**config.mk**
```make
export PLATFORM = sky130hd
export DESIGN_NAME = t8cf_top
export DESIGN_NICKNAME = d
export VERILOG_FILES = /design/src/rtl/t8cf_pkg.sv /design/src/rtl/t8cf_match.sv /design/src/rtl/t8cf_top.sv
export SDC_FILE = /design/constraint.sdc
export NUM_CORES = 1
export LEC_CHECK = 0
export ABC_AREA = 1
export BUFFER_PORTS_ARGS = -buffer_cell sky130_fd_sc_hd__buf_2
export CAP_MARGIN = 20
export CELL_PAD_IN_SITES_DETAIL_PLACEMENT = 0
export CELL_PAD_IN_SITES_GLOBAL_PLACEMENT = 1
export CORE_ASPECT_RATIO = 0.6
export CORE_MARGIN = 1.5
export CORE_UTILIZATION = 37
export CTS_CLUSTER_DIAMETER = 150
export CTS_CLUSTER_SIZE = 16
export DETAILED_ROUTE_END_ITERATION = 8
export MAX_ROUTING_LAYER = met4
export PLACE_DENSITY = 0.78
export SLEW_MARGIN = 40
export SYNTH_ARGS = -nofsm -noshare
export SYNTH_HDL_FRONTEND = slang
export SYNTH_SLANG_ARGS = --single-unit
```
**constraint.sdc**
```tcl
create_clock -name i_clk -period 2 [get_ports i_clk]
set_clock_uncertainty 0.2 [all_clocks]
set_input_delay 0.2 -clock i_clk [delete_from_list [all_inputs] [get_ports i_clk]]
set_output_delay 0.2 -clock i_clk [all_outputs]
set_load 0.01 [all_outputs]
```
**src/rtl/t8cf_pkg.sv**
```systemverilog
// Package with register map, field layout and mode codes of the timer flags.
package t8cf_pkg;
    // Data-space offsets of the registers this block decodes.
    localparam logic [15:0] T8CF_OFF_FLAGS   = 16'h0035;
    localparam logic [15:0] T8CF_OFF_COUNT   = 16'h0046;
    localparam logic [15:0] T8CF_OFF_CMP_A   = 16'h0047;
    localparam logic [15:0] T8CF_OFF_CMP_B   = 16'h0048;
    localparam logic [15:0] T8CF_OFF_MASK    = 16'h006E;
    // The short I/O window sits this far below the data-space offset.
    localparam logic [15:0] T8CF_IO_SHIFT    = 16'h0020;
    localparam logic [15:0] T8CF_IO_LIMIT    = 16'h003F;
    // From here upward only data-space access reaches a register.
    localparam logic [15:0] T8CF_EXT_BASE    = 16'h0060;
    // Flag and enable bit positions, shared by both registers.
    localparam int          T8CF_BIT_OVF     = 0;
    localparam int          T8CF_BIT_CMP_A   = 1;
    localparam int          T8CF_BIT_CMP_B   = 2;
    localparam int          T8CF_NFLAGS      = 3;
    // Reset values.
    localparam logic [7:0]  T8CF_RST_BYTE    = 8'h00;
    localparam logic [2:0]  T8CF_RST_FLAGS   = 3'h0;
    // Counter end points.
    localparam logic [7:0]  T8CF_COUNT_FLOOR = 8'h00;
    localparam logic [7:0]  T8CF_COUNT_MAX   = 8'hFF;
    // Waveform generation modes as seen on the mode bits.
    typedef enum logic [2:0] {
        T8CF_MODE_NORMAL   = 3'b000,
        T8CF_MODE_PC_MAX   = 3'b001,
        T8CF_MODE_CTC      = 3'b010,
        T8CF_MODE_FAST_MAX = 3'b011,
        T8CF_MODE_RSV4     = 3'b100,
        T8CF_MODE_PC_TOP   = 3'b101,
        T8CF_MODE_RSV6     = 3'b110,
        T8CF_MODE_FAST_TOP = 3'b111
    } t8cf_mode_t;
endpackage

```
**src/rtl/t8cf_match.sv**
```systemverilog
// One compare channel: equality check against the counter on each tick.
`timescale 1ns/1ps
module t8cf_match (
    input  wire logic       i_clk,
    input  wire logic       i_sys_rst,
    input  wire logic       i_tick,
    input  wire logic [7:0] i_count,
    input  wire logic [7:0] i_compare,
    input  wire logic       i_block,
    input  wire logic       i_force,
    output logic            o_match,
    output logic            o_wave
);
    logic match_reg;
    logic match_next;
    logic wave_reg;
    logic wave_next;

    // Equality is checked every tick; a blocked tick yields nothing.
    always_comb begin
        match_next = i_tick && (i_count == i_compare) && !i_block;
        // Forcing drives the waveform only, never the flag path.
        wave_next  = match_next || i_force;
    end

    // Registered strobes keep the outputs free of compare glitches.
    always_ff @(posedge i_clk or posedge i_sys_rst) begin
        if (i_sys_rst) begin
            match_reg <= 1'b0;
            wave_reg  <= 1'b0;
        end else begin
            match_reg <= match_next;
            wave_reg  <= wave_next;
        end
    end

    assign o_match = match_reg;
    assign o_wave  = wave_reg;

    property p_force_no_match;
        @(posedge i_clk) disable iff (i_sys_rst)
        (i_force && !i_tick) |=> !o_match;
    endproperty
    a_force_no_match: assert property (p_force_no_match)
        else $error("Forced compare produced a match strobe.");
endmodule // t8cf_match

```
**src/rtl/t8cf_top.sv**
```systemverilog
// Compare registers, interrupt flags and interrupt gating of an 8-bit timer.
`timescale 1ns/1ps
module t8cf_top
    import t8cf_pkg::*;
(
    input  wire logic               i_clk,
    input  wire logic               i_sys_rst,
    input  wire logic [5:0]         i_io_addr,
    input  wire logic               i_io_wr,
    input  wire logic               i_io_rd,
    input  wire logic [15:0]        i_ds_addr,
    input  wire logic               i_ds_wr,
    input  wire logic               i_ds_rd,
    input  wire logic [7:0]         i_wdata,
    output logic [7:0]              o_rdata,
    output logic                    o_rd_ack,
    input  wire logic               i_timer_tick,
    input  wire logic [7:0]         i_timer8_count_value,
    input  t8cf_pkg::t8cf_mode_t    i_waveform_mode_bits,
    input  wire logic               i_force_compare_a_strobe,
    input  wire logic               i_force_compare_b_strobe,
    input  wire logic               i_global_irq_enable,
    input  wire logic               i_vector_ack_overflow,
    input  wire logic               i_vector_ack_compare_a,
    input  wire logic               i_vector_ack_compare_b,
    output logic                    o_count_load,
    output logic [7:0]              o_count_load_data,
    output logic                    o_waveform_out_a,
    output logic                    o_waveform_out_b,
    output logic                    o_clear_on_match_a,
    output logic                    o_clear_on_match_b,
    output logic                    o_irq_overflow,
    output logic                    o_irq_compare_a,
    output logic                    o_irq_compare_b
);
    import t8cf_pkg::*;

    // Register state and next values.
    logic [7:0]             compare_a_value_reg;
    logic [7:0]             compare_a_value_next;
    logic [7:0]             compare_b_value_reg;
    logic [7:0]             compare_b_value_next;
    logic [T8CF_NFLAGS-1:0] timer8_flag_register_reg;
    logic [T8CF_NFLAGS-1:0] timer8_flag_register_next;
    logic [T8CF_NFLAGS-1:0] irq_enable_reg;
    logic [T8CF_NFLAGS-1:0] irq_enable_next;
    logic                   block_reg;
    logic                   block_next;
    logic [7:0]             rdata_reg;
    logic [7:0]             rdata_next;
    logic                   rd_ack_reg;
    logic                   rd_ack_next;
    logic                   load_reg;
    logic                   load_next;
    logic [7:0]             load_data_reg;
    logic [7:0]             load_data_next;

    // Decoded strobes and event vectors.
    logic                   wr_flags;
    logic                   wr_count;
    logic                   wr_cmp_a;
    logic                   wr_cmp_b;
    logic                   wr_mask;
    logic                   rd_any;
    logic [T8CF_NFLAGS-1:0] flag_set;
    logic [T8CF_NFLAGS-1:0] flag_clr;
    logic [T8CF_NFLAGS-1:0] vector_ack;
    logic [1:0]             chan_match;
    logic [1:0]             chan_wave;
    logic [7:0]             chan_compare [2];
    logic [1:0]             chan_force;
    logic                   ovf_hit;

    // A register is selected over data space by its offset, or over the
    // short I/O window by offset minus the shift, but only below the
    // extended base, which the short opcodes cannot reach at all.
    function automatic logic reg_sel(
        input logic        ds_en,
        input logic [15:0] ds_addr,
        input logic        io_en,
        input logic [5:0]  io_addr,
        input logic [15:0] off
    );
        logic        ds_hit;
        logic        io_hit;
        logic [15:0] io_full;
        ds_hit  = ds_en && (ds_addr == off);
        io_full = {10'h000, io_addr} + T8CF_IO_SHIFT;
        io_hit  = io_en && (off < T8CF_EXT_BASE) &&
                  ((off - T8CF_IO_SHIFT) <= T8CF_IO_LIMIT) &&
                  (io_full == off);
        return ds_hit || io_hit;
    endfunction

    // Overflow point per mode: dual-slope modes flag at the floor,
    // fast mode with a compare top flags at compare A, others at max.
    function automatic logic ovf_point(
        input t8cf_mode_t mode,
        input logic [7:0] count,
        input logic [7:0] top_a
    );
        logic hit;
        hit = 1'b0;
        case (mode)
            T8CF_MODE_PC_MAX:   hit = (count == T8CF_COUNT_FLOOR);
            T8CF_MODE_PC_TOP:   hit = (count == T8CF_COUNT_FLOOR);
            T8CF_MODE_FAST_TOP: hit = (count == top_a);
            T8CF_MODE_NORMAL:   hit = (count == T8CF_COUNT_MAX);
            T8CF_MODE_CTC:      hit = (count == T8CF_COUNT_MAX);
            T8CF_MODE_FAST_MAX: hit = (count == T8CF_COUNT_MAX);
            default:            hit = (count == T8CF_COUNT_MAX);
        endcase
        return hit;
    endfunction

    // Address decode for both access paths.
    always_comb begin
        wr_flags = reg_sel(i_ds_wr, i_ds_addr, i_io_wr, i_io_addr,
                           T8CF_OFF_FLAGS);
        wr_count = reg_sel(i_ds_wr, i_ds_addr, i_io_wr, i_io_addr,
                           T8CF_OFF_COUNT);
        wr_cmp_a = reg_sel(i_ds_wr, i_ds_addr, i_io_wr, i_io_addr,
                           T8CF_OFF_CMP_A);
        wr_cmp_b = reg_sel(i_ds_wr, i_ds_addr, i_io_wr, i_io_addr,
                           T8CF_OFF_CMP_B);
        wr_mask  = reg_sel(i_ds_wr, i_ds_addr, i_io_wr, i_io_addr,
                           T8CF_OFF_MASK);
        rd_any   = i_ds_rd || i_io_rd;
    end

    // Both compare channels are the same logic, so they are generated.
    assign chan_compare[0] = compare_a_value_reg;
    assign chan_compare[1] = compare_b_value_reg;
    assign chan_force      = {i_force_compare_b_strobe,
                              i_force_compare_a_strobe};

    genvar ch;
    generate
        for (ch = 0; ch < 2; ch++) begin : g_chan
            t8cf_match u_match (
                .i_clk     (i_clk),
                .i_sys_rst (i_sys_rst),
                .i_tick    (i_timer_tick),
                .i_count   (i_timer8_count_value),
                .i_compare (chan_compare[ch]),
                .i_block   (block_reg),
                .i_force   (chan_force[ch]),
                .o_match   (chan_match[ch]),
                .o_wave    (chan_wave[ch])
            );
        end
    endgenerate

    // Flag events: hardware sets, vectors and written ones clear.
    always_comb begin
        ovf_hit = i_timer_tick &&
                  ovf_point(i_waveform_mode_bits, i_timer8_count_value,
                            compare_a_value_reg);
        flag_set = '0;
        flag_set[T8CF_BIT_OVF]   = ovf_hit;
        flag_set[T8CF_BIT_CMP_A] = chan_match[0];
        flag_set[T8CF_BIT_CMP_B] = chan_match[1];
        vector_ack = '0;
        vector_ack[T8CF_BIT_OVF]   = i_vector_ack_overflow;
        vector_ack[T8CF_BIT_CMP_A] = i_vector_ack_compare_a;
        vector_ack[T8CF_BIT_CMP_B] = i_vector_ack_compare_b;
        flag_clr = vector_ack |
                   ({T8CF_NFLAGS{wr_flags}} &
                    i_wdata[T8CF_NFLAGS-1:0]);
    end

    // Next state of all registers. A set in the same cycle as a clear
    // wins so that no event is lost while software services the flag.
    always_comb begin
        compare_a_value_next      = compare_a_value_reg;
        compare_b_value_next      = compare_b_value_reg;
        irq_enable_next           = irq_enable_reg;
        timer8_flag_register_next = (timer8_flag_register_reg & ~flag_clr)
                                    | flag_set;
        block_next                = block_reg;
        load_next                 = wr_count;
        load_data_next            = load_data_reg;
        rd_ack_next               = rd_any;
        rdata_next                = rdata_reg;
        if (wr_cmp_a) begin
            compare_a_value_next = i_wdata;
        end
        if (wr_cmp_b) begin
            compare_b_value_next = i_wdata;
        end
        if (wr_mask) begin
            irq_enable_next = i_wdata[T8CF_NFLAGS-1:0];
        end
        // The block covers exactly the tick after the counter write.
        if (wr_count) begin
            block_next     = 1'b1;
            load_data_next = i_wdata;
        end else if (i_timer_tick) begin
            block_next = 1'b0;
        end
        if (rd_any) begin
            rdata_next = T8CF_RST_BYTE;
            if (reg_sel(i_ds_rd, i_ds_addr, i_io_rd, i_io_addr,
                        T8CF_OFF_FLAGS)) begin
                rdata_next = {5'h00, timer8_flag_register_reg};
            end else if (reg_sel(i_ds_rd, i_ds_addr, i_io_rd, i_io_addr,
                                 T8CF_OFF_COUNT)) begin
                rdata_next = i_timer8_count_value;
            end else if (reg_sel(i_ds_rd, i_ds_addr, i_io_rd, i_io_addr,
                                 T8CF_OFF_CMP_A)) begin
                rdata_next = compare_a_value_reg;
            end else if (reg_sel(i_ds_rd, i_ds_addr, i_io_rd, i_io_addr,
                                 T8CF_OFF_CMP_B)) begin
                rdata_next = compare_b_value_reg;
            end else if (reg_sel(i_ds_rd, i_ds_addr, i_io_rd, i_io_addr,
                                 T8CF_OFF_MASK)) begin
                rdata_next = {5'h00, irq_enable_reg};
            end
        end
    end

    // Register bank.
    always_ff @(posedge i_clk or posedge i_sys_rst) begin
        if (i_sys_rst) begin
            compare_a_value_reg      <= T8CF_RST_BYTE;
            compare_b_value_reg      <= T8CF_RST_BYTE;
            irq_enable_reg           <= T8CF_RST_FLAGS;
            timer8_flag_register_reg <= T8CF_RST_FLAGS;
            block_reg                <= 1'b0;
            load_reg                 <= 1'b0;
            load_data_reg            <= T8CF_RST_BYTE;
            rd_ack_reg               <= 1'b0;
            rdata_reg                <= T8CF_RST_BYTE;
        end else begin
            compare_a_value_reg      <= compare_a_value_next;
            compare_b_value_reg      <= compare_b_value_next;
            irq_enable_reg           <= irq_enable_next;
            timer8_flag_register_reg <= timer8_flag_register_next;
            block_reg                <= block_next;
            load_reg                 <= load_next;
            load_data_reg            <= load_data_next;
            rd_ack_reg               <= rd_ack_next;
            rdata_reg                <= rdata_next;
        end
    end

    // Outputs; interrupt requests are gated levels for the CPU.
    assign o_rdata            = rdata_reg;
    assign o_rd_ack           = rd_ack_reg;
    assign o_count_load       = load_reg;
    assign o_count_load_data  = load_data_reg;
    assign o_waveform_out_a   = chan_wave[0];
    assign o_waveform_out_b   = chan_wave[1];
    // Only true matches clear the counter, so a forced strobe cannot.
    assign o_clear_on_match_a = chan_match[0];
    assign o_clear_on_match_b = chan_match[1];
    assign o_irq_overflow  = i_global_irq_enable &&
                             irq_enable_reg[T8CF_BIT_OVF] &&
                             timer8_flag_register_reg[T8CF_BIT_OVF];
    assign o_irq_compare_a = i_global_irq_enable &&
                             irq_enable_reg[T8CF_BIT_CMP_A] &&
                             timer8_flag_register_reg[T8CF_BIT_CMP_A];
    assign o_irq_compare_b = i_global_irq_enable &&
                             irq_enable_reg[T8CF_BIT_CMP_B] &&
                             timer8_flag_register_reg[T8CF_BIT_CMP_B];

    property p_cmp_a_flag;
        @(posedge i_clk) disable iff (i_sys_rst)
        (i_timer_tick && !block_reg &&
         i_timer8_count_value == compare_a_value_reg)
        |=> ##1 timer8_flag_register_reg[T8CF_BIT_CMP_A];
    endproperty
    a_cmp_a_flag: assert property (p_cmp_a_flag)
        else $error("Compare A match did not set its flag.");

    property p_cmp_b_flag;
        @(posedge i_clk) disable iff (i_sys_rst)
        chan_match[1] |=> timer8_flag_register_reg[T8CF_BIT_CMP_B];
    endproperty
    a_cmp_b_flag: assert property (p_cmp_b_flag)
        else $error("Compare B match did not set its flag.");

    // The block flag stands from the counter write up to the next tick, so
    // checking that tick covers any gap between the write and the tick.
    property p_block;
        @(posedge i_clk) disable iff (i_sys_rst)
        (block_reg && i_timer_tick) |=> !chan_match[0] && !chan_match[1];
    endproperty
    a_block: assert property (p_block)
        else $error("Match seen on the tick after a counter write.");

    property p_w1c_a;
        @(posedge i_clk) disable iff (i_sys_rst)
        (wr_flags && i_wdata[T8CF_BIT_CMP_A] && !chan_match[0])
        |=> !timer8_flag_register_reg[T8CF_BIT_CMP_A];
    endproperty
    a_w1c_a: assert property (p_w1c_a)
        else $error("Written one failed to clear compare A flag.");

    property p_vec_b;
        @(posedge i_clk) disable iff (i_sys_rst)
        (i_vector_ack_compare_b && !chan_match[1])
        |=> !timer8_flag_register_reg[T8CF_BIT_CMP_B];
    endproperty
    a_vec_b: assert property (p_vec_b)
        else $error("Vector failed to clear compare B flag.");

    property p_zero_keeps;
        @(posedge i_clk) disable iff (i_sys_rst)
        (wr_flags && !i_wdata[T8CF_BIT_OVF] && !i_vector_ack_overflow)
        |=> timer8_flag_register_reg[T8CF_BIT_OVF] ==
            ($past(timer8_flag_register_reg[T8CF_BIT_OVF]) ||
             $past(ovf_hit));
    endproperty
    a_zero_keeps: assert property (p_zero_keeps)
        else $error("Writing zero changed the overflow flag.");

    property p_ext_io;
        @(posedge i_clk) disable iff (i_sys_rst)
        !(i_ds_wr && i_ds_addr == T8CF_OFF_MASK) |=> $stable(irq_enable_reg);
    endproperty
    a_ext_io: assert property (p_ext_io)
        else $error("Mask register changed without a data-space write.");

    property p_ovf_floor;
        @(posedge i_clk) disable iff (i_sys_rst)
        (i_timer_tick && i_waveform_mode_bits == T8CF_MODE_PC_MAX &&
         i_timer8_count_value == T8CF_COUNT_FLOOR)
        |=> timer8_flag_register_reg[T8CF_BIT_OVF];
    endproperty
    a_ovf_floor: assert property (p_ovf_floor)
        else $error("Overflow flag missed at the counter floor.");

    property p_irq_b;
        @(posedge i_clk) disable iff (i_sys_rst)
        (chan_match[1] && irq_enable_reg[T8CF_BIT_CMP_B] && !wr_mask)
        |=> (o_irq_compare_b == i_global_irq_enable);
    endproperty
    a_irq_b: assert property (p_irq_b)
        else $error("Compare B interrupt without its three conditions.");

    property p_rd_upper;
        @(posedge i_clk) disable iff (i_sys_rst)
        (i_ds_rd && i_ds_addr == T8CF_OFF_FLAGS) |=> o_rd_ack &&
        o_rdata[7:T8CF_NFLAGS] == 5'h00;
    endproperty
    a_rd_upper: assert property (p_rd_upper)
        else $error("Upper flag bits did not read as zero.");
endmodule // t8cf_top

```
== Word-level counts from Yosys, hierarchy flattened ==
Cells that the tools add are included.
Widths: inputs -> output; s select.
Operators by class
  bitwise gates (word level): 5
  reduce and logical (&&, ||, !) cells: 44
  $lt $le $gt $ge: 0
  shift-type cells: 0
  equality and inequality tests: 15
  add/subtract/negate cells: 1
  mux-type cells: 8
  multipliers: 0
  div/mod/pow operators: 0
Operators with widths (number)
  $eq 16x7->1 const B: 7
  $eq 16x6->1 const B: 2
  $mux 8: 4
  $logic_and 1x1->1: 29
  $eq 8x8->1: 2
  $logic_or 1x1->1: 11
  $eq 8x8->1 const B: 1
  $logic_not 8->1: 1
  $add 6x6->7 const B: 1
  $and 3x3->3: 2
  $eq 3x3->1 const B: 2
  $or 3x3->3: 2
  $eq 3x1->1 const B: 1
  $mux 3: 1
  $not 3->3: 1
  $mux 1: 2
  $pmux 1 s2: 1
  $reduce_bool 2->1: 1
  $reduce_or 2->1: 1
  $logic_not 1->1: 1
Storage, ports and cells
  latch bits: 0
  input bits: 54
  bits in writable memories: 0
  memories kept: 0
  memory bits (read-only): 0
  register bits: 45
  output and inout port bits: 25
  word-level logic and storage cells: 86

== Depth between registers and ports, before layout ==
Gate-level depths: netlist (run 1).
  word-level depth: 9
  gate-level depth with buffers: 12
  depth with buffers taken out: 11

== By module ==
Synthesis (run 1) repeated with hierarchy kept, for this count alone.
Second synthesis, totals
  cell total of the unflattened synthesis: 392
  area, all modules: 2830.2 um^2
By module, submodules not included
  t8cf_top: area an instance 2397.3 um^2, sequential area each 1026.0 um^2, instances 1, cells an instance 308
  t8cf_match: area an instance 216.5 um^2, sequential area each 50.0 um^2, instances 2, cells an instance 42

== Worst setup path after synthesis (run 1) ==
OpenSTA, ideal clock, no wires.
  path kind: input port to flip-flop
  start point: in i_ds_addr[15]
  end point: reg irq_enable_reg[2]
  path buffers: 1
  required time: 1.672 ns
  arrival time: 1.188 ns
  path slack: 0.484 ns
  cell stages on the path: 7
  library setup time: 0.128 ns
  cells stage by stage: nor2_1 -> nand2_1 -> nor2_2 -> buf_6 -> nand2_1 -> nor2_2 -> mux2_1
On the way
  word-level cells in the longest chain between the ends: 2
Ends and longest elaborated chain
  from (decl): RTL line t8cf_top.sv:11  | input wire logic [15:0] i_ds_addr,
  $eq 16x7->1: RTL line t8cf_top.sv:87  | ds_hit = ds_en && (ds_addr == off);
  $logic_and 1x1->1: RTL line t8cf_top.sv:87
  to (signal assigned): RTL line t8cf_top.sv:237  | irq_enable_reg <= irq_enable_next;
  to (decl): RTL line t8cf_top.sv:45  | logic [T8CF_NFLAGS-1:0] irq_enable_reg;
Every way passes these cells.
A chain may end at the register's enable or synchronous reset.

== Worst setup path after layout (run 1) ==
  start point: reg compare_a_value_reg[6]
  end point: reg timer8_flag_register_reg[0]
On the way
  word-level cells in the longest chain between the ends: 4
Ends and longest elaborated chain
  from (decl): RTL line t8cf_top.sv:39  | logic [7:0] compare_a_value_reg;
  from (signal assigned): RTL line t8cf_top.sv:235  | compare_a_value_reg <= compare_a_value_next;
  $eq 8x8->1: RTL line t8cf_top.sv:107  | T8CF_MODE_FAST_TOP: hit = (count == top_a);
  $pmux 1 s2: RTL line t8cf_top.sv:104  | case (mode)
  $logic_and 1x1->1: RTL line t8cf_top.sv:156  | ovf_hit = i_timer_tick &&
  $or 3x3->3: RTL line t8cf_top.sv:179  | | flag_set;
  via timer8_flag_register_next[0]: RTL line t8cf_top.sv:44  | logic [T8CF_NFLAGS-1:0] timer8_flag_register_next;
  to (signal assigned): RTL line t8cf_top.sv:238  | timer8_flag_register_reg <= timer8_flag_register_next;
  to (decl): RTL line t8cf_top.sv:43  | logic [T8CF_NFLAGS-1:0] timer8_flag_register_reg;
The timed path passes the listed nets, and every way through them passes these cells.

==> flow_summary.html, run 1 <==
<table>
<tr><th>Metric</th><th>Value</th></tr>
<tr><th colspan="2">Outcome</th></tr>
<tr><td>Outcome</td><td>completed</td></tr>
<tr><th colspan="2">Timing</th></tr>
<tr><td>Final critical path time including I/O delays and setup</td><td>1.63 ns</td></tr>
<tr><td>Period Utilization, post-route</td><td>81.3%</td></tr>
<tr><td>Final Hold Slack</td><td>0.00455 ns</td></tr>
<tr><td>RSZ-0062 raised after global routing</td><td>no</td></tr>
<tr><td>Max Slew Vio Count</td><td>0</td></tr>
<tr><td>Highest clock rate</td><td>615 MHz</td></tr>
<tr><td>Final hold vios</td><td>0</td></tr>
<tr><td>Setup Viol. Count Final</td><td>0</td></tr>
<tr><td>Total Negative Setup Slacks</td><td>0 ns</td></tr>
<tr><td>Transition at the pin with the smallest max-transition slack</td><td>0.393 ns</td></tr>
<tr><td>Remaining max-slew budget at the tightest pin</td><td>73.6%</td></tr>
<tr><th colspan="2">Worst hold path</th></tr>
<tr><td>Instance count along the most critical hold path</td><td>3</td></tr>
<tr><td>Type of the most critical hold path</td><td>in -&gt; reg</td></tr>
<tr><td>Worst-case hold path end point</td><td>o_count_load_data[1]$_DFFE_PP0P_</td></tr>
<tr><td>Start point of the worst hold path</td><td>i_wdata[1]</td></tr>
<tr><th colspan="2">Synth</th></tr>
<tr><td>Share of async-settable or async-resettable flops after synthesis</td><td>100%</td></tr>
<tr><td>Nets in the synthesized netlist</td><td>387</td></tr>
<tr><td>Mapped Cells</td><td>333</td></tr>
<tr><td>Part of the Yosys area used for sequential elements</td><td>43.8%</td></tr>
<tr><td>Summed instance area of the synthesized netlist</td><td>0.00257 sq mm</td></tr>
<tr><td>Library cells used by synthesis</td><td>32</td></tr>
<tr><td>Synth Area per Inst</td><td>7.72 sq um</td></tr>
<tr><td>Register bit total from synthesis</td><td>45</td></tr>
<tr><td>Flip-flop cell with the highest count after synthesis</td><td>sky130_fd_sc_hd__dfrtp_1</td></tr>
<tr><td>Number of synthesized flops with an enable pin</td><td>0</td></tr>
<tr><td>Warnings from Yosys</td><td>0</td></tr>
<tr><th colspan="2">Cells and area</th></tr>
<tr><td>Final non-filler cell total</td><td>516</td></tr>
<tr><td>Proportion of layout cells with a drive suffix above 1</td><td>28.2%</td></tr>
<tr><td>Total number of nets in the final design</td><td>482</td></tr>
<tr><td>Most frequent cells in the layout</td><td>sky130_fd_sc_hd__nand2_1 (97), sky130_fd_sc_hd__buf_2 (78), sky130_fd_sc_hd__dfrtp_1 (45)</td></tr>
<tr><td>Number of inserted filler cells in the final layout</td><td>669</td></tr>
<tr><td>Commonest non-fill, non-tap cell in the layout</td><td>sky130_fd_sc_hd__nand2_1</td></tr>
<tr><td>Area of all placed cells without fillers</td><td>0.00335 sq mm</td></tr>
<tr><td>Layout Area Growth over Synthesis</td><td>30.4%</td></tr>
<tr><td>Total inserted antenna cells</td><td>0</td></tr>
<tr><th colspan="2">Critical path</th></tr>
<tr><td>Critical Path Fanout Max</td><td>3</td></tr>
<tr><td>Data arrival at the endpoint of the critical path</td><td>1.66 ns</td></tr>
<tr><td>Startpoint of the most critical register-to-register path</td><td>compare_a_value_reg[6]$_DFFE_PP0P_</td></tr>
<tr><td>Kind of start point of the critical path</td><td>register</td></tr>
<tr><td>Endpoint of the worst-slack reg-to-reg timing path</td><td>timer8_flag_register_reg[0]$_DFF_PP0_</td></tr>
<tr><td>Slack of the worst reg-to-reg path</td><td>0.37 ns</td></tr>
<tr><td>Worst Reg-to-Reg Cells</td><td>7</td></tr>
<tr><td>Critical path endpoint category</td><td>register</td></tr>
<tr><td>WP data required</td><td>2.04 ns</td></tr>
<tr><td>Worst setup path class</td><td>reg -&gt; reg</td></tr>
<tr><th colspan="2">Clock tree</th></tr>
<tr><td>Clock tree from TritonCTS</td><td>built</td></tr>
<tr><td>Number of buffers inserted during clock tree synthesis</td><td>5</td></tr>
<tr><td>Clk sinks</td><td>45</td></tr>
<tr><td>Post CTS Setup Buffer Count</td><td>0</td></tr>
<tr><td>Cts hold-fix bufs</td><td>12</td></tr>
<tr><td>Cell chosen for the clock root</td><td>sky130_fd_sc_hd__clkbuf_16</td></tr>
<tr><td>Source-to-sink clock delay at the later pin of the worst-skew pair</td><td>0.29 ns</td></tr>
<tr><td>Buffer levels on the longest clock path</td><td>2</td></tr>
<tr><td>H-tree level count</td><td>2</td></tr>
<tr><td>Clk slew on worst S/H paths</td><td>0.07 ns</td></tr>
<tr><td>Total of cells resized after clock tree synthesis</td><td>0</td></tr>
<tr><th colspan="2">Floorplan</th></tr>
<tr><td>Initial Util</td><td>38.3%</td></tr>
<tr><td>Row count</td><td>23</td></tr>
<tr><td>Area of the die</td><td>0.00747 sq mm</td></tr>
<tr><td>Die outline width</td><td>111 microns</td></tr>
<tr><td>Core region area</td><td>0.00671 sq mm</td></tr>
<tr><td>Die H</td><td>67.6 microns</td></tr>
<tr><td>Number of I/O pins</td><td>79</td></tr>
<tr><th colspan="2">Pwr</th></tr>
<tr><td>Max VDD drop</td><td>350 uV</td></tr>
<tr><td>Leakage power</td><td>1.78 nW</td></tr>
<tr><td>Power per unit of standard cell area</td><td>724 mW/mm^2</td></tr>
<tr><td>Post-layout total power</td><td>2.43 mW</td></tr>
<tr><th colspan="2">Placed design</th></tr>
<tr><td>Detailed Place HPWL</td><td>5.64 mm</td></tr>
<tr><td>Area post-placement</td><td>0.00306 sq mm</td></tr>
<tr><td>Gpl congestion</td><td>0.877</td></tr>
<tr><td>IO buf count</td><td>78</td></tr>
<tr><td># placed instances</td><td>496</td></tr>
<tr><th colspan="2">Drt</th></tr>
<tr><td>Average detailed-routed wire length per instance</td><td>14.0 microns</td></tr>
<tr><td>Via-to-Cell Ratio</td><td>4.80</td></tr>
<tr><td>Detailed-routing iteration count for the pre-antenna-repair pass</td><td>4</td></tr>
<tr><td>DRC</td><td>0</td></tr>
<tr><td>Antenna-violating nets left</td><td>0</td></tr>
<tr><td>Via count</td><td>2,476</td></tr>
<tr><td>Total wire length after detailed routing</td><td>7.23 mm</td></tr>
<tr><td>1st-iter DRT viols</td><td>178</td></tr>
<tr><th colspan="2">Global routing</th></tr>
<tr><td>Overall overflow remaining after global route</td><td>0</td></tr>
<tr><td>Initial antenna violation count</td><td>0</td></tr>
<tr><td>Combined global-route utilization of all metal layers</td><td>20.9%</td></tr>
<tr><td>Number of global-route vias before repair</td><td>2,304</td></tr>
<tr><td>Global-route wire length before repair</td><td>11.6 mm</td></tr>
<tr><td>Maximum number of pins on one net before global-route repair</td><td>46</td></tr>
<tr><th colspan="2">Flow run</th></tr>
<tr><td>Max-capacitance violation count</td><td>0</td></tr>
</table>
## metrics by stage
step / util, % / worst slack [ns]
after CTS: 50.0 / 0.369
after floorplan: - / 0.484
after detailed placement: 45.6 / 0.224
after global placement: 45.6 / 0.250
final: 50.0 / 0.374
after global routing: 50.0 / 0.217
## power breakdown
group	total [mW]	switching, mW	internal, mW
clock	0.985	0.386	0.599
sequential	1.06	0.0635	0.996
combinational	0.384	0.213	0.171
total	2.43	0.663	1.77
## synth_stat cells, types with 4 or more instances
cell | n | area share [%]
sky130_fd_sc_hd__a21oi_1 | 9 | 1.8
sky130_fd_sc_hd__dfrtp_1 | 45 | 44
sky130_fd_sc_hd__inv_1 | 33 | 4.8
sky130_fd_sc_hd__inv_2 | 4 | 0.58
sky130_fd_sc_hd__mux2_2 | 6 | 2.6
sky130_fd_sc_hd__nand2_1 | 97 | 14
sky130_fd_sc_hd__nand2_2 | 5 | 1.2
sky130_fd_sc_hd__nand3_1 | 27 | 5.3
sky130_fd_sc_hd__nand4_1 | 14 | 3.4
sky130_fd_sc_hd__nor2_1 | 33 | 4.8
sky130_fd_sc_hd__nor2_2 | 5 | 1.2
sky130_fd_sc_hd__o21ai_0 | 16 | 3.1
sky130_fd_sc_hd__xnor2_1 | 8 | 2.7
## layout make-up
type	instances	area [sq um]	area share (%)
Clock inverter	3	47.5	1.42
Timing Repair Buffer	93	546	16.3
Sequential cell	45	1130	33.6
Tap cell	87	109	3.25
Inverter	38	148	4.40
Clock buffer	5	125	3.73
Multi-Input combinational cell	245	1250	37.4
## how the worst max path moves through the flow
stage / startpoint / end / slack [ns] / depth (start not counted)
6_report: compare_a_value_reg[6]$_DFFE_PP0P_ / timer8_flag_register_reg[0]$_DFF_PP0_ / 0.37 / 7
3_5_place_dp: i_ds_addr[5] / compare_b_value_reg[6]$_DFFE_PP0P_ / 0.22 / 7
4_1_cts: compare_a_value_reg[6]$_DFFE_PP0P_ / timer8_flag_register_reg[0]$_DFF_PP0_ / 0.37 / 7
3_3_place_gp: i_ds_addr[5] / compare_b_value_reg[5]$_DFFE_PP0P_ / 0.25 / 7
5_1_grt: compare_a_value_reg[7]$_DFFE_PP0P_ / timer8_flag_register_reg[0]$_DFF_PP0_ / 0.22 / 7
2_1_floorplan: i_ds_addr[15] / irq_enable_reg[2]$_DFFE_PP0P_ / 0.48 / 7
## cells by family after synthesis
kind of cell / count (synthesis) / share of synthesized area (%)
buffers and inverters: 43 / 7.49
AOI/OAI and AO/OA: 34 / 8.03
and+or+nand+nor: 195 / 34.5
xor gates and xnor gates: 9 / 3.07
muxes: 7 / 3.07
DFF: 45 / 43.8
## critical path, cell delays in order (launching register included)
cell and delay [ns]:
sky130_fd_sc_hd__dfrtp_1 0.43, sky130_fd_sc_hd__xnor2_1 0.17, sky130_fd_sc_hd__nand2_1 0.06, sky130_fd_sc_hd__nor2_1 0.11, sky130_fd_sc_hd__nand4_1 0.17, sky130_fd_sc_hd__o21ai_0 0.21
sky130_fd_sc_hd__nand3_1 0.13, sky130_fd_sc_hd__nand2_1 0.08
## metal layers
layer / vias up / wire length, microns / GRT usage [%] / share of wire [%]
li1: 1273 / - / - / -
met1: 1119 / 3920 / 32.2 / 54
met2: 81 / 2690 / 26.9 / 37
met3: 3 / 588 / 5.48 / 8.1
met4: 0 / 31 / 3.85 / 0.43
met5: - / 0 / - / 0
No activity file was read; power rests on OpenSTA's default activity.
==> run 2: changes to the inputs <==
- clock period: 2 -> 1.7 ns (I/O delays scaled with it)
==> flow_summary.html, run 2 (same netlist as run 1, synthesis figures left out) <==
<table>
<tr><th>Metric</th><th>Value</th></tr>
<tr><th colspan="2">Outcome</th></tr>
<tr><td>Outcome</td><td>completed</td></tr>
<tr><th colspan="2">Timing</th></tr>
<tr><td>Period Utilization, post-route</td><td>90.3%</td></tr>
<tr><td>Final critical path time including I/O delays and setup</td><td>1.54 ns</td></tr>
<tr><td>Max Slew Vio Count</td><td>0</td></tr>
<tr><td>Highest clock rate</td><td>651 MHz</td></tr>
<tr><td>Total Negative Setup Slacks</td><td>0 ns</td></tr>
<tr><td>Remaining max-slew budget at the tightest pin</td><td>73.5%</td></tr>
<tr><td>Transition at the pin with the smallest max-transition slack</td><td>0.393 ns</td></tr>
<tr><td>Final Hold Slack</td><td>0.0463 ns</td></tr>
<tr><td>RSZ-0062 raised after global routing</td><td>no</td></tr>
<tr><td>Setup Viol. Count Final</td><td>0</td></tr>
<tr><td>Final hold vios</td><td>0</td></tr>
<tr><th colspan="2">Critical path</th></tr>
<tr><td>Critical Path Fanout Max</td><td>2</td></tr>
<tr><td>Crit-path max cell delay</td><td>0.39 ns</td></tr>
<tr><td>Worst setup path class</td><td>reg -&gt; reg</td></tr>
<tr><td>Data arrival at the endpoint of the critical path</td><td>1.56 ns</td></tr>
<tr><td>Slowest cell on the critical path</td><td>sky130_fd_sc_hd__dfrtp_1</td></tr>
<tr><td>WP data required</td><td>1.73 ns</td></tr>
<tr><td>Top delay family on crit path</td><td>simple AND/OR/NAND/NOR gates</td></tr>
<tr><td>Cells along the critical path</td><td>xnor2_1 &gt; nand2_1 &gt; nor2_1 &gt; nand4_1 &gt; o21ai_0 &gt; nand3_1 &gt; nand2_1</td></tr>
<tr><td>Kind of start point of the critical path</td><td>register</td></tr>
<tr><td>Most common cell type on the critical path</td><td>sky130_fd_sc_hd__nand2_1</td></tr>
<tr><td>CP bufs+invs</td><td>0</td></tr>
<tr><td>Critical path endpoint category</td><td>register</td></tr>
<tr><th colspan="2">Cells and area</th></tr>
<tr><td>Commonest non-fill, non-tap cell in the layout</td><td>sky130_fd_sc_hd__nand2_1</td></tr>
<tr><td>Total inserted antenna cells</td><td>0</td></tr>
<tr><td>Number of inserted filler cells in the final layout</td><td>666</td></tr>
<tr><td>Area taken by multi-input logic gates</td><td>0.00125 sq mm</td></tr>
<tr><td>Proportion of layout cells with a drive suffix above 1</td><td>29.6%</td></tr>
<tr><td>Utilization after layout</td><td>51.7%</td></tr>
<tr><td>Area taken by flip-flops and latches</td><td>0.00113 sq mm</td></tr>
<tr><td>Layout Area Growth over Synthesis</td><td>34.9%</td></tr>
<tr><td>Total number of nets in the final design</td><td>496</td></tr>
<tr><td>Most frequent cells in the layout</td><td>sky130_fd_sc_hd__nand2_1 (97), sky130_fd_sc_hd__buf_2 (78), sky130_fd_sc_hd__dfrtp_1 (45)</td></tr>
<tr><th colspan="2">Floorplan</th></tr>
<tr><td>Number of I/O pins</td><td>79</td></tr>
<tr><td>Core region area</td><td>0.00671 sq mm</td></tr>
<tr><td>Die H</td><td>67.6 microns</td></tr>
<tr><td>Row count</td><td>23</td></tr>
<tr><td>Initial Util</td><td>38.3%</td></tr>
<tr><td>Die outline width</td><td>111 microns</td></tr>
<tr><td>Area of the die</td><td>0.00747 sq mm</td></tr>
<tr><th colspan="2">Flow run</th></tr>
<tr><td>Max-capacitance violation count</td><td>0</td></tr>
<tr><th colspan="2">Clock tree</th></tr>
<tr><td>Clk slew on worst S/H paths</td><td>0.06 ns</td></tr>
<tr><td>Number of buffers inserted during clock tree synthesis</td><td>5</td></tr>
<tr><td>Clock tree from TritonCTS</td><td>built</td></tr>
<tr><td>Cell chosen for the clock root</td><td>sky130_fd_sc_hd__clkbuf_16</td></tr>
<tr><td>H-tree level count</td><td>2</td></tr>
<tr><td>Clk sinks</td><td>45</td></tr>
<tr><td>Post CTS Setup Buffer Count</td><td>0</td></tr>
<tr><td>Buffer levels on the longest clock path</td><td>2</td></tr>
<tr><td>Source-to-sink clock delay at the later pin of the worst-skew pair</td><td>0.28 ns</td></tr>
<tr><th colspan="2">Drt</th></tr>
<tr><td>DRC</td><td>0</td></tr>
<tr><td>Via-to-Cell Ratio</td><td>4.76</td></tr>
<tr><td>Detailed-routing iteration count for the pre-antenna-repair pass</td><td>4</td></tr>
<tr><td>Total wire length after detailed routing</td><td>7.42 mm</td></tr>
<tr><td>1st-iter DRT viols</td><td>168</td></tr>
<tr><td>Via count</td><td>2,520</td></tr>
<tr><td>Antenna-violating nets left</td><td>0</td></tr>
<tr><td>Average detailed-routed wire length per instance</td><td>14.0 microns</td></tr>
<tr><th colspan="2">Global routing</th></tr>
<tr><td>Initial antenna violation count</td><td>0</td></tr>
<tr><td>Number of global-route vias before repair</td><td>2,305</td></tr>
<tr><td>Overall overflow remaining after global route</td><td>0</td></tr>
<tr><td>Global-route wire length before repair</td><td>11.9 mm</td></tr>
<tr><td>Maximum number of pins on one net before global-route repair</td><td>46</td></tr>
<tr><td>Combined global-route utilization of all metal layers</td><td>21.5%</td></tr>
<tr><th colspan="2">Worst hold path</th></tr>
<tr><td>Type of the most critical hold path</td><td>in -&gt; reg</td></tr>
<tr><th colspan="2">Pwr</th></tr>
<tr><td>Int Pwr</td><td>2.08 mW</td></tr>
<tr><td>Leakage power</td><td>1.85 nW</td></tr>
<tr><td>Power share of the sequential group</td><td>44.0%</td></tr>
<tr><td>Share of total power in combinational logic</td><td>17.2%</td></tr>
<tr><td>Power per unit of standard cell area</td><td>814 mW/mm^2</td></tr>
<tr><td>Net Sw Power</td><td>0.744 mW</td></tr>
<tr><td>Max VDD drop</td><td>470 uV</td></tr>
<tr><td>Proportion of power drawn by the clock network</td><td>38.8%</td></tr>
<tr><td>Switch share</td><td>26.3%</td></tr>
<tr><th colspan="2">Placed design</th></tr>
<tr><td>Detailed Place HPWL</td><td>5.86 mm</td></tr>
<tr><td>Gpl congestion</td><td>0.868</td></tr>
<tr><td>IO buf count</td><td>78</td></tr>
</table>
==> run 2: final timing paths <==
check	startpoint	endpoint	slack [ns]	cells after the start
min	i_io_rd	o_rd_ack$_DFF_PP0_	0.05	3
max in group asynchronous	i_sys_rst	compare_a_value_reg[6]$_DFFE_PP0P_	0.80	4
min in group asynchronous	i_sys_rst	o_rdata[3]$_DFFE_PP0P_	0.25	4
max	compare_a_value_reg[7]$_DFFE_PP0P_	timer8_flag_register_reg[0]$_DFF_PP0_	0.16	7
max reg2reg	compare_a_value_reg[7]$_DFFE_PP0P_	timer8_flag_register_reg[0]$_DFF_PP0_	0.16	7
min reg2reg	o_count_load_data[3]$_DFFE_PP0P_	o_count_load_data[3]$_DFFE_PP0P_	0.27	2
==> run 2: cell type report <==
cell class	instances	share of cell area, %
multi-input combinational	245	36.1
sequential	45	32.5
timing repair buffer	107	19.3
inverter	38	4.26
clock buffer	5	3.61
tap	87	3.14
clock inverter	2	1.12
==> run 2: what timing repair did <==
| action | CTS | global route |
|---|---|---|
| hold endpoints to repair | 75 | 0 |
| gates resized for setup | 0 | 0 |
| hold buffers | 15 | 0 |
==> run 2: stage by stage <==
step	setup WS [ns]	power [mW]	cell area, sq um	cells
2_1_floorplan	0.214	1.49	2570	333
3_3_place_gp	0.0629	1.71	3160	507
3_5_place_dp	0.0474	1.72	3160	507
4_1_cts	0.146	2.85	3470	529
5_1_grt	0.0878	2.97	3470	529
6_report	0.164	2.82	3470	529
==> run 2: power groups by stage <==
stage / combinational [mW] / clock, mW / sequential (mW)
2_1_floorplan: 0.232 / 0 / 1.26
6_report: 0.486 / 1.10 / 1.24
5_1_grt: 0.541 / 1.17 / 1.25
3_3_place_gp: 0.456 / 0 / 1.26
3_5_place_dp: 0.459 / 0 / 1.26
4_1_cts: 0.487 / 1.12 / 1.24
==> run 2: worst reg2reg max path: cells and delay by family (launching register included) <==
kind,cells,cell delay (ns)
AO/OA/AOI/OAI,1,0.19
XOR/XNOR,1,0.16
flip-flops,1,0.39
AND/OR/NAND/NOR,5,0.55
==> run 2: per-layer routing <==
metal | share of wire (%) | track usage (%)
met4 | 0.11 | 2.40
met2 | 37 | 27.2
met1 | 55 | 33.1
met5 | 0 | -
met3 | 7.5 | 6.64
==> run 3: changes to the inputs <==
- CORE_UTILIZATION: 37 -> 38
- CTS_BUF_LIST: default -> sky130_fd_sc_hd__clkbuf_8
- PLACE_DENSITY: 0.78 -> 0.79
==> flow_summary.html, run 3 (same netlist as run 1, synthesis figures left out) <==
<table>
<tr><th>Metric</th><th>Value</th></tr>
<tr><th colspan="2">Outcome</th></tr>
<tr><td>Outcome</td><td>completed</td></tr>
<tr><th colspan="2">Clock tree</th></tr>
<tr><td>Post CTS Setup Buffer Count</td><td>0</td></tr>
<tr><td>Clk sinks</td><td>45</td></tr>
<tr><td>Number of buffers inserted during clock tree synthesis</td><td>5</td></tr>
<tr><td>Cell chosen for the clock root</td><td>sky130_fd_sc_hd__clkbuf_8</td></tr>
<tr><td>Buffer levels on the longest clock path</td><td>2</td></tr>
<tr><td>H-tree level count</td><td>2</td></tr>
<tr><td>Source-to-sink clock delay at the later pin of the worst-skew pair</td><td>0.30 ns</td></tr>
<tr><td>Clock tree from TritonCTS</td><td>built</td></tr>
<tr><td>Clk slew on worst S/H paths</td><td>0.10 ns</td></tr>
<tr><th colspan="2">Pwr</th></tr>
<tr><td>Net Sw Power</td><td>0.744 mW</td></tr>
<tr><td>Power per unit of standard cell area</td><td>758 mW/mm^2</td></tr>
<tr><td>Share of total power in combinational logic</td><td>18.7%</td></tr>
<tr><td>Power share of the sequential group</td><td>48.1%</td></tr>
<tr><td>Int Pwr</td><td>1.84 mW</td></tr>
<tr><td>Leakage power</td><td>1.83 nW</td></tr>
<tr><td>Switch share</td><td>28.8%</td></tr>
<tr><td>Post-layout total power</td><td>2.58 mW</td></tr>
<tr><td>Proportion of power drawn by the clock network</td><td>33.2%</td></tr>
<tr><td>Max VDD drop</td><td>407 uV</td></tr>
<tr><th colspan="2">Floorplan</th></tr>
<tr><td>Row count</td><td>22</td></tr>
<tr><td>Die outline width</td><td>109 microns</td></tr>
<tr><td>Number of I/O pins</td><td>79</td></tr>
<tr><td>Core region area</td><td>0.00633 sq mm</td></tr>
<tr><td>Die H</td><td>66.7 microns</td></tr>
<tr><td>Area of the die</td><td>0.00728 sq mm</td></tr>
<tr><td>Initial Util</td><td>40.6%</td></tr>
<tr><th colspan="2">Placed design</th></tr>
<tr><td>Gpl congestion</td><td>0.890</td></tr>
<tr><td>Detailed Place HPWL</td><td>5.82 mm</td></tr>
<tr><td># placed instances</td><td>504</td></tr>
<tr><td>Area post-placement</td><td>0.00314 sq mm</td></tr>
<tr><td>IO buf count</td><td>78</td></tr>
<tr><th colspan="2">Critical path</th></tr>
<tr><td>Cells along the critical path</td><td>xor2_1 &gt; a21oi_1 &gt; nand4_1 &gt; nor2_1 &gt; or2_2</td></tr>
<tr><td>Top delay family on crit path</td><td>simple AND/OR/NAND/NOR gates</td></tr>
<tr><td>Data arrival at the endpoint of the critical path</td><td>1.66 ns</td></tr>
<tr><td>Critical Path Fanout Max</td><td>3</td></tr>
<tr><td>Slowest cell on the critical path</td><td>sky130_fd_sc_hd__dfrtp_1</td></tr>
<tr><td>CP bufs+invs</td><td>0</td></tr>
<tr><td>Worst setup path class</td><td>reg -&gt; reg</td></tr>
<tr><td>Kind of start point of the critical path</td><td>register</td></tr>
<tr><td>WP data required</td><td>1.75 ns</td></tr>
<tr><td>Crit-path max cell delay</td><td>0.44 ns</td></tr>
<tr><td>Critical path endpoint category</td><td>register</td></tr>
<tr><th colspan="2">Timing</th></tr>
<tr><td>Final critical path time including I/O delays and setup</td><td>1.61 ns</td></tr>
<tr><td>Period Utilization, post-route</td><td>94.8%</td></tr>
<tr><td>Final hold vios</td><td>0</td></tr>
<tr><td>Highest clock rate</td><td>621 MHz</td></tr>
<tr><td>RSZ-0062 raised after global routing</td><td>no</td></tr>
<tr><td>Setup Viol. Count Final</td><td>0</td></tr>
<tr><td>Max Slew Vio Count</td><td>0</td></tr>
<tr><td>Remaining max-slew budget at the tightest pin</td><td>74.7%</td></tr>
<tr><td>Total Negative Setup Slacks</td><td>0 ns</td></tr>
<tr><td>Transition at the pin with the smallest max-transition slack</td><td>0.376 ns</td></tr>
<tr><th colspan="2">Cells and area</th></tr>
<tr><td>Most frequent cells in the layout</td><td>sky130_fd_sc_hd__nand2_1 (97), sky130_fd_sc_hd__buf_2 (78), sky130_fd_sc_hd__dfrtp_1 (45)</td></tr>
<tr><td>Layout Area Growth over Synthesis</td><td>32.5%</td></tr>
<tr><td>Area of all placed cells without fillers</td><td>0.00341 sq mm</td></tr>
<tr><td>Total number of nets in the final design</td><td>496</td></tr>
<tr><td>Number of inserted filler cells in the final layout</td><td>605</td></tr>
<tr><td>Area taken by flip-flops and latches</td><td>0.00113 sq mm</td></tr>
<tr><td>Area taken by multi-input logic gates</td><td>0.00125 sq mm</td></tr>
<tr><td>Final non-filler cell total</td><td>527</td></tr>
<tr><td>Commonest non-fill, non-tap cell in the layout</td><td>sky130_fd_sc_hd__nand2_1</td></tr>
<tr><td>Proportion of layout cells with a drive suffix above 1</td><td>30.0%</td></tr>
<tr><td>Total inserted antenna cells</td><td>0</td></tr>
<tr><th colspan="2">Drt</th></tr>
<tr><td>Via-to-Cell Ratio</td><td>4.92</td></tr>
<tr><td>1st-iter DRT viols</td><td>205</td></tr>
<tr><td>DRC</td><td>0</td></tr>
<tr><td>Average detailed-routed wire length per instance</td><td>14.0 microns</td></tr>
<tr><td>Total wire length after detailed routing</td><td>7.38 mm</td></tr>
<tr><td>Via count</td><td>2,592</td></tr>
<tr><td>Antenna-violating nets left</td><td>0</td></tr>
<tr><td>Detailed-routing iteration count for the pre-antenna-repair pass</td><td>5</td></tr>
<tr><th colspan="2">Worst hold path</th></tr>
<tr><td>Type of the most critical hold path</td><td>in -&gt; reg</td></tr>
<tr><th colspan="2">Global routing</th></tr>
<tr><td>Overall overflow remaining after global route</td><td>0</td></tr>
<tr><td>Combined global-route utilization of all metal layers</td><td>22.7%</td></tr>
<tr><td>Maximum number of pins on one net before global-route repair</td><td>19</td></tr>
<tr><td>Initial antenna violation count</td><td>0</td></tr>
<tr><td>Number of global-route vias before repair</td><td>2,371</td></tr>
<tr><td>Global-route wire length before repair</td><td>12.0 mm</td></tr>
<tr><th colspan="2">Flow run</th></tr>
<tr><td>Max-capacitance violation count</td><td>0</td></tr>
</table>
## run 3: power by group through the flow
stage	sequential, mW	combinational, mW	clock, mW
floorplan	1.26	0.232	0
detailed placement	1.26	0.454	0
global placement	1.26	0.450	0
finish	1.24	0.483	0.857
global route	1.25	0.541	0.919
CTS	1.24	0.483	0.870
## run 3: area by class of cell
cell class                      instances  share of cell area (%)
Clock buffer                            5                    2.02
Clock inverter                          3                    1.40
Inverter                               38                    4.34
Multi-Input combinational cell        245                    36.8
Sequential cell                        45                    33.1
Tap cell                               84                    3.09
Timing Repair Buffer                  107                    19.3
## run 3: routing by layer
metal	up-vias	global-route usage, %	wire (microns)
li1	1299	-	-
met1	1175	36.6	4000
met2	114	29.2	2740
met3	4	4.01	599
met4	0	3.25	40
met5	-	-	0
## run 3: metrics by stage
step / worst slack (ns) / hold WS (ns) / utilization (%)
floorplan: 0.214 / 0.0664 / -
global placement: 0.0356 / -0.0298 / 49.6
detailed placement: 0.0389 / -0.0266 / 49.6
CTS: 0.0668 / 0.00358 / 53.8
global route: 0.0207 / 0.0445 / 53.8
finish: 0.0892 / 0.0124 / 53.8
## run 3: worst min-delay path, stage by stage
cell and delay (ns):
sky130_fd_sc_hd__buf_2 0.13, sky130_fd_sc_hd__nor2_2 0.09, sky130_fd_sc_hd__inv_1 0.08
## run 3: path summary, 6_finish.rpt
path	slack, ns	startpoint	cells after the start	endpoint
min in group asynchronous	0.19	i_sys_rst	3	compare_a_value_reg[3]$_DFFE_PP0P_
max reg2reg	0.09	compare_a_value_reg[2]$_DFFE_PP0P_	5	g_chan[0].u_match.o_wave$_DFF_PP0_
min	0.01	i_io_rd	3	o_rd_ack$_DFF_PP0_
max	0.09	compare_a_value_reg[2]$_DFFE_PP0P_	5	g_chan[0].u_match.o_wave$_DFF_PP0_
max in group asynchronous	0.54	i_sys_rst	4	g_chan[1].u_match.o_match$_DFF_PP0_
min reg2reg	0.28	o_count_load_data[3]$_DFFE_PP0P_	2	o_count_load_data[3]$_DFFE_PP0P_
## run 3: repair_timing
item	in CTS	in global routing
resized for setup	0	1
endpoints found under the hold margin	49	0
hold buffers	15	0
endpoints found under the setup margin	0	1
